==> src/pssq_pkg.sv <==
// Package: constants and types for the power-state and reset sequencer
package pssq_pkg;
    // ****************************************
    // Clocking
    // ****************************************
    localparam int SYS_CLK_HZ = 20000000;
    localparam int LOW_FREQ_OSC_HZ = 380000;
    localparam int SYNC_STAGES = 2;

    // ****************************************
    // Widths, cycle counts and reset values
    // ****************************************
    localparam int WAKEUP_CNT_WIDTH = 16;
    localparam logic [15:0] WAKEUP_CNT_RESET = 16'h0000;
    localparam int CFG_LOAD_CYCLES = 8;
    localparam logic [3:0] CFG_CNT_RESET = 4'h0;

    // Threshold selection encoding: 0 selects 2.3 V, 1 selects 2.75 V
    localparam logic THR_SEL_LOW = 1'b0;
    localparam logic THR_SEL_HIGH = 1'b1;

    // ****************************************
    // Power states
    // ****************************************
    typedef enum logic [2:0] {
        PSSQ_HPD,
        PSSQ_CFG_LOAD,
        PSSQ_ACTIVE,
        PSSQ_STANDBY,
        PSSQ_MONITOR
    } pssq_state_t;
endpackage

==> src/pssq_sync.sv <==
// Two-flop synchroniser for asynchronous level inputs
`timescale 1ns/100ps
module pssq_sync
    import pssq_pkg::*;
#(
    parameter int WIDTH = 1
) (
    input wire logic clk, // System clock
    input wire logic ce, // Clock enable
    input wire logic [WIDTH-1:0] async_in, // Asynchronous levels
    output logic [WIDTH-1:0] sync_out // Synchronised levels
);
    logic [WIDTH-1:0] meta_ff;

    // First stage feeds only the second stage; no reset so metastability never reaches logic
    always_ff @(posedge clk) begin
        if (ce) begin
            meta_ff <= async_in;
            sync_out <= meta_ff;
        end
    end
endmodule

==> src/pssq_wakeup_counter.sv <==
// Wake-up counter ticked by low-frequency oscillator events
`timescale 1ns/100ps
module pssq_wakeup_counter
    import pssq_pkg::*;
#(
    parameter int WIDTH = WAKEUP_CNT_WIDTH
) (
    input wire logic clk, // System clock
    input wire logic srst, // Synchronous reset
    input wire logic ce, // Clock enable
    input wire logic run, // Count while high
    input wire logic tick, // One-cycle low-freq tick
    input wire logic [WIDTH-1:0] period, // Ticks until expiry
    output logic expired // One-cycle expiry pulse
);
    logic [WIDTH-1:0] cnt_ff;

    // Counts low-freq ticks; restarts whenever run drops
    always_ff @(posedge clk) begin
        if (srst) begin
            cnt_ff <= WAKEUP_CNT_RESET[WIDTH-1:0];
            expired <= 1'b0;
        end else if (ce) begin
            expired <= 1'b0;
            if (!run) begin
                cnt_ff <= WAKEUP_CNT_RESET[WIDTH-1:0];
            end else if (tick) begin
                if (cnt_ff + 1'b1 >= period) begin
                    cnt_ff <= WAKEUP_CNT_RESET[WIDTH-1:0];
                    expired <= 1'b1;
                end else begin
                    cnt_ff <= cnt_ff + 1'b1;
                end
            end
        end
    end
endmodule

==> src/pssq_top.sv <==
// Power-state and reset sequencer: top level
`timescale 1ns/100ps
module pssq_top
    import pssq_pkg::*;
#(
    parameter int WAKEUP_W = WAKEUP_CNT_WIDTH,
    parameter int CFG_CYCLES = CFG_LOAD_CYCLES
) (
    input wire logic REF_CLK, // 20 MHz low-power oscillator
    input wire logic SRST, // Synchronous reset, active high
    input wire logic CE, // Clock enable
    input wire logic CHIP_ENABLE_PIN, // Async chip-enable level
    input wire logic BAT_BELOW_2V3, // Async comparator, below 2.3 V less hysteresis
    input wire logic BAT_BELOW_2V75, // Async comparator, below 2.75 V less hysteresis
    input wire logic BAT_SUPPLY_OK, // Async battery supply present
    input wire logic PAD_SUPPLY_OK, // Async pad supply present
    input wire logic LOW_FREQ_OSC_TICK, // One-cycle tick per low-freq period
    input wire logic CFG_MON_EN, // Loaded config: supervision enable
    input wire logic CFG_THR_SEL, // Loaded config: 0=2.3 V, 1=2.75 V
    input wire logic CFG_LOADED, // Config load done pulse or level
    input wire logic STANDBY_REQ, // Firmware requests Standby
    input wire logic [WAKEUP_W-1:0] WAKEUP_PERIOD, // Wake-up period in low-freq ticks
    input wire logic NVM_WRITE_REQ, // Config memory write request
    output logic CORE_RESET, // Holds firmware and registers in reset
    output logic CFG_LOAD_REQ, // Requests default reload from config
    output logic NVM_WRITE_STROBE, // Write timing strobe, low-freq paced
    output logic MON_ACTIVE, // Battery supervision enabled
    output logic BAT_CRITICAL, // Battery critical indication
    output logic IN_STANDBY, // Standby state flag
    output logic IN_MONITOR, // Monitor state flag
    output logic IN_HPD, // Hard Power Down flag
    output logic WAKEUP_EVENT, // Standby to Active wake-up pulse
    output logic PAD_LOST // Pad supply dropped while enabled
);
    // ****************************************
    // Input synchronisation
    // ****************************************
    logic [4:0] async_lv;
    logic [4:0] sync_lv;
    logic en_s;
    logic b23_s;
    logic b275_s;
    logic bat_ok_s;
    logic pad_ok_s;

    assign async_lv = {PAD_SUPPLY_OK, BAT_SUPPLY_OK, BAT_BELOW_2V75, BAT_BELOW_2V3, CHIP_ENABLE_PIN};

    // Pins cross into the 20 MHz domain before any decision
    pssq_sync #(.WIDTH(5)) pssq_sync_i (
        .clk(REF_CLK),
        .ce(CE),
        .async_in(async_lv),
        .sync_out(sync_lv)
    );

    // Bit order follows the packing of async_lv
    assign en_s = sync_lv[0];
    assign b23_s = sync_lv[1];
    assign b275_s = sync_lv[2];
    assign bat_ok_s = sync_lv[3];
    assign pad_ok_s = sync_lv[4];

    // ****************************************
    // Battery supervision
    // ****************************************
    logic mon_en_ff;
    logic crit_ff;
    logic sel_below;

    // Enable latched only after config load; cleared when the enable pin drops, not on a battery-loss power down
    always_ff @(posedge REF_CLK) begin
        if (SRST) begin
            mon_en_ff <= 1'b0;
        end else if (CE) begin
            if (!en_s) begin
                mon_en_ff <= 1'b0;
            end else if (CFG_LOADED) begin
                mon_en_ff <= CFG_MON_EN;
            end
        end
    end

    // Threshold mux; hysteresis lives in the analog comparator itself
    assign sel_below = (CFG_THR_SEL == THR_SEL_HIGH) ? b275_s : b23_s;

    // One flop of latency buys a clean flag that never glitches on the mux
    // Evaluated every cycle in every state, not sampled per state
    always_ff @(posedge REF_CLK) begin
        if (SRST) begin
            crit_ff <= 1'b0;
        end else if (CE) begin
            crit_ff <= mon_en_ff & sel_below;
        end
    end

    // ****************************************
    // Wake-up counter
    // ****************************************
    pssq_state_t state_ff;
    pssq_state_t nxt_state;
    logic wake;
    logic stby_run;

    // Counter runs only in Standby, so each entry restarts the full period
    assign stby_run = (state_ff == PSSQ_STANDBY);

    pssq_wakeup_counter #(.WIDTH(WAKEUP_W)) pssq_wakeup_counter_i (
        .clk(REF_CLK),
        .srst(SRST),
        .ce(CE),
        .run(stby_run),
        .tick(LOW_FREQ_OSC_TICK),
        .period(WAKEUP_PERIOD),
        .expired(wake)
    );

    // ****************************************
    // Power state machine
    // ****************************************
    logic [3:0] cfg_cnt_ff;
    logic cfg_done;

    // Loader pulse or bounded wait; a silent loader cannot hang the boot
    assign cfg_done = (cfg_cnt_ff >= 4'(CFG_CYCLES)) || CFG_LOADED;

    // Enable pin dominates everything; battery only matters while enabled
    always_comb begin
        nxt_state = state_ff;
        if (!en_s || !bat_ok_s) begin
            nxt_state = PSSQ_HPD;
        end else begin
            case (state_ff)
                PSSQ_HPD: begin
                    // No battery gate here; supervision is cleared only if enable dropped
                    nxt_state = PSSQ_CFG_LOAD;
                end
                PSSQ_CFG_LOAD: begin
                    // A low battery found during reload goes straight to Monitor
                    if (crit_ff) begin
                        nxt_state = PSSQ_MONITOR;
                    end else if (cfg_done) begin
                        nxt_state = PSSQ_ACTIVE;
                    end
                end
                PSSQ_ACTIVE: begin
                    if (crit_ff) begin
                        nxt_state = PSSQ_MONITOR;
                    end else if (STANDBY_REQ) begin
                        nxt_state = PSSQ_STANDBY;
                    end
                end
                PSSQ_STANDBY: begin
                    // Low battery outranks a wake-up in the same cycle
                    if (crit_ff) begin
                        nxt_state = PSSQ_MONITOR;
                    end else if (wake) begin
                        nxt_state = PSSQ_ACTIVE;
                    end
                end
                PSSQ_MONITOR: begin
                    // Recovery reloads defaults before running again
                    if (!crit_ff) begin
                        nxt_state = PSSQ_CFG_LOAD;
                    end
                end
                default: begin
                    nxt_state = PSSQ_HPD;
                end
            endcase
        end
    end

    // State register
    always_ff @(posedge REF_CLK) begin
        if (SRST) begin
            state_ff <= PSSQ_HPD;
        end else if (CE) begin
            state_ff <= nxt_state;
        end
    end

    // Bounded wait for defaults to reload after each reset exit
    // Saturates at the limit so the wait cannot wrap and start over
    always_ff @(posedge REF_CLK) begin
        if (SRST) begin
            cfg_cnt_ff <= CFG_CNT_RESET;
        end else if (CE) begin
            if (state_ff != PSSQ_CFG_LOAD) begin
                cfg_cnt_ff <= CFG_CNT_RESET;
            end else if (cfg_cnt_ff < 4'(CFG_CYCLES)) begin
                cfg_cnt_ff <= cfg_cnt_ff + 4'h1;
            end
        end
    end

    // ****************************************
    // Outputs
    // ****************************************
    logic core_rst_nxt;

    // Reset held only in Hard Power Down and Monitor, so firmware restarts on leaving either
    assign core_rst_nxt = (nxt_state == PSSQ_HPD) || (nxt_state == PSSQ_MONITOR);

    // Core reset and reload request follow the next state, aligned with state_ff
    always_ff @(posedge REF_CLK) begin
        if (SRST) begin
            CORE_RESET <= 1'b1;
            CFG_LOAD_REQ <= 1'b0;
        end else if (CE) begin
            CORE_RESET <= core_rst_nxt;
            CFG_LOAD_REQ <= (nxt_state == PSSQ_CFG_LOAD);
        end
    end

    // Supervision status mirrors, one cycle behind the internal flags
    always_ff @(posedge REF_CLK) begin
        if (SRST) begin
            MON_ACTIVE <= 1'b0;
            BAT_CRITICAL <= 1'b0;
        end else if (CE) begin
            MON_ACTIVE <= mon_en_ff;
            BAT_CRITICAL <= crit_ff;
        end
    end

    // State flags decoded from the next state so they change with state_ff
    always_ff @(posedge REF_CLK) begin
        if (SRST) begin
            IN_STANDBY <= 1'b0;
            IN_MONITOR <= 1'b0;
            IN_HPD <= 1'b1;
        end else if (CE) begin
            IN_STANDBY <= (nxt_state == PSSQ_STANDBY);
            IN_MONITOR <= (nxt_state == PSSQ_MONITOR);
            IN_HPD <= (nxt_state == PSSQ_HPD);
        end
    end

    // One-cycle pulse on the Standby to Active step only
    always_ff @(posedge REF_CLK) begin
        if (SRST) begin
            WAKEUP_EVENT <= 1'b0;
        end else if (CE) begin
            WAKEUP_EVENT <= (state_ff == PSSQ_STANDBY) && (nxt_state == PSSQ_ACTIVE);
        end
    end

    // Pad supply loss is flagged so the host can reboot; device keeps running
    always_ff @(posedge REF_CLK) begin
        if (SRST) begin
            PAD_LOST <= 1'b0;
        end else if (CE) begin
            // Clear wins: a drop while disabled needs no reboot
            if (!en_s) begin
                PAD_LOST <= 1'b0;
            end else if (!pad_ok_s) begin
                PAD_LOST <= 1'b1;
            end
        end
    end

    // ****************************************
    // Config memory write pacing
    // ****************************************
    logic wr_pend_ff;

    // Writes wait for the next low-freq tick so timing is oscillator-based
    always_ff @(posedge REF_CLK) begin
        if (SRST) begin
            wr_pend_ff <= 1'b0;
            NVM_WRITE_STROBE <= 1'b0;
        end else if (CE) begin
            NVM_WRITE_STROBE <= 1'b0;
            // A request racing a reset entry is dropped, so no strobe lands in reset
            if (CORE_RESET || core_rst_nxt) begin
                wr_pend_ff <= 1'b0;
            end else if (wr_pend_ff && LOW_FREQ_OSC_TICK) begin
                NVM_WRITE_STROBE <= 1'b1;
                wr_pend_ff <= NVM_WRITE_REQ;
            end else if (NVM_WRITE_REQ) begin
                wr_pend_ff <= 1'b1;
            end
        end
    end
endmodule

==> config.mk <==
export PLATFORM = sky130hd
export DESIGN_NAME = pssq_top
export DESIGN_NICKNAME = d
export VERILOG_FILES = /design/src/pssq_pkg.sv /design/src/pssq_sync.sv /design/src/pssq_wakeup_counter.sv /design/src/pssq_top.sv
export SDC_FILE = /design/constraint.sdc
export NUM_CORES = 1
export LEC_CHECK = 0
export BUFFER_PORTS_ARGS = -buffer_cell sky130_fd_sc_hd__buf_4
export CORE_ASPECT_RATIO = 0.6
export CORE_MARGIN = 4
export CORE_UTILIZATION = 55
export DETAILED_ROUTE_END_ITERATION = 16
export PLACE_DENSITY_LB_ADDON = 0.15
export SLEW_MARGIN = 40
export SYNTH_ARGS = -nofsm -noshare
export SYNTH_HDL_FRONTEND = slang
export SYNTH_SLANG_ARGS = --single-unit
==> constraint.sdc <==
create_clock -name REF_CLK -period 3.35 [get_ports REF_CLK]
set_input_delay 0.1675 -clock REF_CLK [delete_from_list [all_inputs] [get_ports REF_CLK]]
set_output_delay 0.1675 -clock REF_CLK [all_outputs]
set_load 0.005 [all_outputs]
Yosys cells after proc, flatten, opt, wreduce, memory -nomap -nowiden

Cells that the tools add are included.

Bits in registers: 47
Input port bits: 30
Output and inout bits: 10
Word-level logic and storage cells: 81

Add/subtract/negate cells: 2
Order comparisons: 3
Eq/ne operators: 12
Multiplexer cells: 27
Bitwise logic cells: 1
Reductions and logical operators: 17

Operator list:

| operator                                                              | number |
|---|---|
| 16-bit 2-to-1 mux                                                     | 3 |
| 3-bit 2-to-1 mux                                                      | 8 |
| 16-bit by 1-bit adder with 16-bit output, second input constant       | 1 |
| 16-bit >= comparator                                                  | 1 |
| 3-bit one-hot mux with 5 select lines                                 | 1 |
| 1-bit 2-to-1 mux                                                      | 13 |
| 3-bit by 2-bit equality test with 1-bit output, second input constant | 4 |
| 2-bit AND reduction                                                   | 5 |
| 4-bit 2-to-1 mux                                                      | 2 |
| 3-bit by 1-bit equality test with 1-bit output, second input constant | 2 |
| 3-bit equality test, second input constant                            | 2 |
| 3-bit zero test                                                       | 2 |
| 2-bit != test, second input constant                                  | 3 |
| 4-bit by 1-bit adder with 4-bit output, second input constant         | 1 |
| 4-bit >= comparator, second input constant                            | 1 |
| 1-bit logical OR                                                      | 4 |
| 4-bit less-than comparator, second input constant                     | 1 |
| 3-bit by 1-bit != test with 1-bit output, second input constant       | 1 |
| 3-bit nonzero test                                                    | 1 |
| 1-bit logical AND                                                     | 2 |
| 1-bit zero test                                                       | 2 |
| 2-bit nonzero test                                                    | 1 |
| 1-bit bitwise AND                                                     | 1 |

Longest topological paths before layout

Depth after elaboration: 11
Depth in mapped cells: 14

By module

From an unflattened synthesis, not the netlist that was laid out.

Cell total of the unflattened synthesis: 293
Area, all modules: 2607.5 µm²

Modules (own cells, without submodules):

| module              | instances | cells each | area an instance (µm²) | sequential area each (µm²) |
|---|---|---|---|---|
| pssq_wakeup_counter | 1         | 169        | 1300.0                 | 340.3 |
| pssq_top            | 1         | 114        | 1007.2                 | 400.4 |
| pssq_sync           | 1         | 10         | 300.3                  | 300.3 |

Worst setup path after synthesis

Ideal clock, no wire load.

Path type: flip-flop to flip-flop
Start point: register pssq_wakeup_counter_i.cnt_ff[0]
End point: register pssq_wakeup_counter_i.cnt_ff[8]
Library setup time: 0.117 ns
Arrival time: 2.598 ns
Required time: 3.233 ns
Setup slack: 0.635 ns
Cell stages (with the launch flop): 14
Path buffers: 1
Period minus slack after synthesis: 2.715 ns
Path through: dfxtp_1 > ha_1 > nand3_1 > nor2_1 > nand3_1 > nor2_1 > xnor2_1 > ha_1 > nand4_1 > a2111o_1 > o21ai_4 > nor2_4 > buf_6 > a22o_1

Longest elaborated chain between the ends: 5

RTL lines:

| what                                       | RTL line                                             | text |
|---|---|---|
| start: declaration                         | pssq_wakeup_counter.sv:16                            | `logic [WIDTH-1:0] cnt_ff;` |
| start signal: assignment                   | pssq_wakeup_counter.sv:21                            | `cnt_ff <= WAKEUP_CNT_RESET[WIDTH-1:0];` |
| start signal: assignment                   | pssq_wakeup_counter.sv:26                            | `cnt_ff <= WAKEUP_CNT_RESET[WIDTH-1:0];` |
| start signal: assignment                   | pssq_wakeup_counter.sv:29                            | `cnt_ff <= WAKEUP_CNT_RESET[WIDTH-1:0];` |
| 16-bit by 1-bit adder with 16-bit output * | pssq_wakeup_counter.sv:28, pssq_wakeup_counter.sv:32 |  |
| 16-bit >= comparator                       | pssq_wakeup_counter.sv:28                            | `if (cnt_ff + 1'b1 >= period) begin` |
| 16-bit 2-to-1 mux *                        | pssq_wakeup_counter.sv:28                            |  |
| 16-bit 2-to-1 mux *                        | pssq_wakeup_counter.sv:27                            | `end else if (tick) begin` |
| 16-bit 2-to-1 mux *                        | pssq_wakeup_counter.sv:25                            | `if (!run) begin` |

Mark *: on every way between the ends. The rest lies on a longest branch, timed or not. The select of a mux whose other input is x is not followed.
A chain may end at the register's enable or synchronous reset.

Worst setup path after layout

Start point: register pssq_wakeup_counter_i.cnt_ff[2]
End point: register pssq_wakeup_counter_i.cnt_ff[14]

Same word-level chain as after synthesis.

==> results_dict.tcl <==
set metrics [dict create \
    cp.required_ns 3.55 \
    initial_utilization_pct 59.6 \
    cap_violations 0 \
    switching_share_pct 20.8 \
    clkTransAtPathRegs_ns 0.09 \
    reg2reg_setup_slack_ns 0.24 \
    antenna_found_initial 0 \
    power.leakage_nw 1.28 \
    slowest_delay_ns 0.44 \
    rows 18 \
    nNetsFinal 361 \
    drc_errors 0 \
    critical_path.endpoint "pssq_wakeup_counter_i.cnt_ff[14]" \
    worst_pin_slew_ns 0.478 \
    detail_route.wl_per_cell_um 14.2 \
    rsz0062_at_grt "false" \
    grt_pass1_vias 1948 \
    dieArea_mm2 0.00583 \
    seqPwrFrac_pct 51.0 \
    clock-sinks 47 \
    synth-seq-cells 47 \
    post_cts_buffers 0 \
    async_flop_share_pct 0 \
    syn_inst 275 \
    routabilityCongestion 0.862 \
    diodes 0 \
    fin_skew_ns 0.00548 \
    cts_buffers 5 \
    clk_latency_ns 0.30 \
    synth_fp_nets 324 \
    htree_num_levels 2 \
    finalSetupTns_ns 0 \
    r2r_end "pssq_wakeup_counter_i.cnt_ff[14]" \
    cts-hold-fix-buffers 0 \
    worstPathArrival_ns 3.31 \
    crit_path_frequent_cell "nand4_1" \
    ctsResizeCount 0 \
    p_total_w 0.00118 \
    core_area_mm2 0.00428 \
    p_int_w 0.000934 \
    synth_top_area_share_pct 29.0 \
    area_growth_pct 17.7 \
    cts-root-buf "clkbuf_8" \
    vias_per_cell 5.57 \
    ys_seq_area_share_pct 40.8 \
    relSlewSlack_pct 68.1 \
    pwr-share-clk_pct 41.5 \
    endpoint_kind "flop" \
    drt_iter0_markers 139 \
    synth_ff_type "dfxtp_1" \
    slowest_stage "a2111o_1" \
    min_path_type "in -> reg" \
    crit_path_cell_trace "nand4_1 -> nor3_2 -> nand2_1 -> nor3_1 -> xor2_1 -> ha_1 -> nand4_1 -> a2111o_1 -> o21ai_4 -> nor2_4 -> a22o_1" \
    ant_nets 0 \
    dp_hpwl_mm 3.98 \
    grt_pass1_wl_mm 9.02 \
    setup_viol 0 \
    grt_use_total_pct 20.2 \
    vias 2078 \
    synth_area_leader_cell "dfxtp_1" \
    p_comb_share_pct 7.5 \
    avgSynthCellArea_um2 9.27 \
    rr_startpoint "pssq_wakeup_counter_i.cnt_ff[2]" \
    p_per_area_mw_per_mm2 393 \
    clockBufferDepth 2 \
    synth-warning-count 0 \
    synth_edf_count 10 \
    critical_path_class "reg -> reg" \
    ys_types 52 \
    r2r_cells 11 \
    ir_drop_mv 0.376 \
    startpoint "pssq_wakeup_counter_i.cnt_ff[2]" \
    finalCriticalPeriod_ns 3.11 \
    dieWidth_um 95.9 \
    drive_above_1_share_pct 18.5 \
    drtPass1Iterations 5 \
    ios 40 \
    finalWirelength_mm 5.31 \
    die_y_um 60.7 \
    synth.area.top_cells "dfxtp_1 29%, edfxtp_1 12%, ha_1 9.3%, a22o_1 4.1%, nand2_1 3.7%" \
    finalMaxSlewViolations 0 \
    io_buffers 39 \
    gr-total-overflow 0 \
    critPathMaxFanout 12 \
    p_sw_w 0.000245 \
    cp-start-kind "flop" \
    netlist_area_mm2 0.00255 \
    cts_tree "yes" \
    period_share_pct 92.9 \
    hold_viol_final 0 \
    status "completed" \
    fmax_mhz 321 \
    grt_max_degree 31 \
]
[worst min-delay path by stage]
stage / cells past startpoint / end / startpoint / slack, ns
detailed placement: 1 / pssq_sync_i.meta_ff[0] / CHIP_ENABLE_PIN / 0.35
floorplan: 1 / IN_HPD / SRST / 0.27
global route: 1 / pssq_sync_i.meta_ff[3] / BAT_SUPPLY_OK / 0.02
global placement: 1 / pssq_sync_i.meta_ff[4] / PAD_SUPPLY_OK / 0.35
finish: 1 / pssq_sync_i.meta_ff[4] / PAD_SUPPLY_OK / 0.04
CTS: 1 / pssq_sync_i.meta_ff[4] / PAD_SUPPLY_OK / 0.03
[Yosys cell counts (4+ instances only)]
| cell type | number |
|---|---|
| nand3_1 | 8 |
| nand2_1 | 25 |
| buf_2 | 4 |
| ha_1 | 19 |
| xnor2_1 | 7 |
| a22o_1 | 12 |
| inv_1 | 24 |
| a211oi_1 | 5 |
| edfxtp_1 | 10 |
| a21oi_1 | 18 |
| nand4_1 | 6 |
| nor3b_1 | 4 |
| nor2b_1 | 4 |
| nor2_1 | 23 |
| or3_1 | 5 |
| xor2_1 | 4 |
| dfxtp_1 | 37 |
| o21ai_0 | 9 |
[logic make-up after synthesis]
logic type	after synthesis	synth area share, %
flip-flops	47	40.8
XOR/XNOR	11	3.78
adder cells (fa/ha/maj)	19	9.32
buffers and inverters	34	5.79
multiplexers	3	1.23
AND/OR/NAND/NOR	93	19.5
AO/OA/AOI/OAI	68	19.5
[power by group through the flow]
stage	clock network (W)	registers [W]	logic, W
finish	0.000489	0.000602	0.0000885
global route	0.000528	0.000604	0.0000992
CTS	0.000498	0.000602	0.0000872
detailed placement	0	0.000615	0.0000869
global placement	0	0.000614	0.0000849
floorplan	0	0.000611	0.0000461
[sequential cells by signal, summed over array words and instances (netlist names)]
| signal | flops |
|---|---|
| pssq_wakeup_counter_i.cnt_ff | 16 |
| pssq_sync_i.meta_ff | 5 |
| pssq_sync_i.sync_out | 5 |
| cfg_cnt_ff | 4 |
| state_ff | 3 |
| BAT_CRITICAL | 1 |
| CFG_LOAD_REQ | 1 |
| CORE_RESET | 1 |
| IN_HPD | 1 |
| IN_MONITOR | 1 |
| IN_STANDBY | 1 |
| MON_ACTIVE | 1 |
| NVM_WRITE_STROBE | 1 |
| PAD_LOST | 1 |
| WAKEUP_EVENT | 1 |
| crit_ff | 1 |
| mon_en_ff | 1 |
| pssq_wakeup_counter_i.expired | 1 |
| wr_pend_ff | 1 |
[cells in the final DEF (no fill, tap or decap), types with 2 or more instances in the layout]
master and n:
inv_1 24, o21ai_0 9, a21o_1 3, nor3_1 3, mux2i_1 2, edfxtp_1 10, ha_1 19, xnor2_1 7
a22oi_1 3, bufinv_16 2, nand2b_1 3, nand4_1 6, or3_1 5, buf_4 40, or4b_1 2, a21oi_1 18
nor3b_1 4, o31ai_1 2, a22o_1 12, nand2_1 25, nor2_1 23, dfxtp_1 37, o21a_1 3, nand3_1 8
clkbuf_8 5, o211ai_1 2, xor2_1 4, nor2b_1 4, a211oi_1 5
[layout make-up]
type	count	area (µm²)
Clock inverter	2	60.1
Multi-Input combinational cell	194	1360
Timing Repair Buffer	40	300
Fill cell	357	1280
Tap cell	60	75.1
Inverter	24	90.1
Clock buffer	6	72.6
Sequential cell	47	1040
[layer usage]
metal / wire, µm / track usage [%]
met5: 0 / 0
met3: 447 / 6.32
met1: 2740 / 30.1
met4: 42 / 5.06
met2: 2080 / 28.4
[stage by stage]
step / cells / setup slack (ns) / area (µm²) / utilization, % / hold slack (ns)
floorplan: 275 / 0.635 / 2550 / - / 0.266
global placement: 364 / 0.437 / 2860 / 66.8 / 0.345
detailed placement: 364 / 0.344 / 2860 / 66.8 / 0.347
CTS: 372 / 0.275 / 2990 / 69.9 / 0.0283
global route: 373 / 0.0181 / 3000 / 70.1 / 0.0175
finish: 373 / 0.237 / 3000 / 70.1 / 0.0357
[worst max-delay path, delay by kind of cell, from the launching register on]
family,cells,cell delay [ns]
simple gates,6,1.18
compound gates,3,0.94
flops,1,0.43
fa+ha+maj,1,0.32
xor+xnor,1,0.14
(Power assumes the default switching activity.)
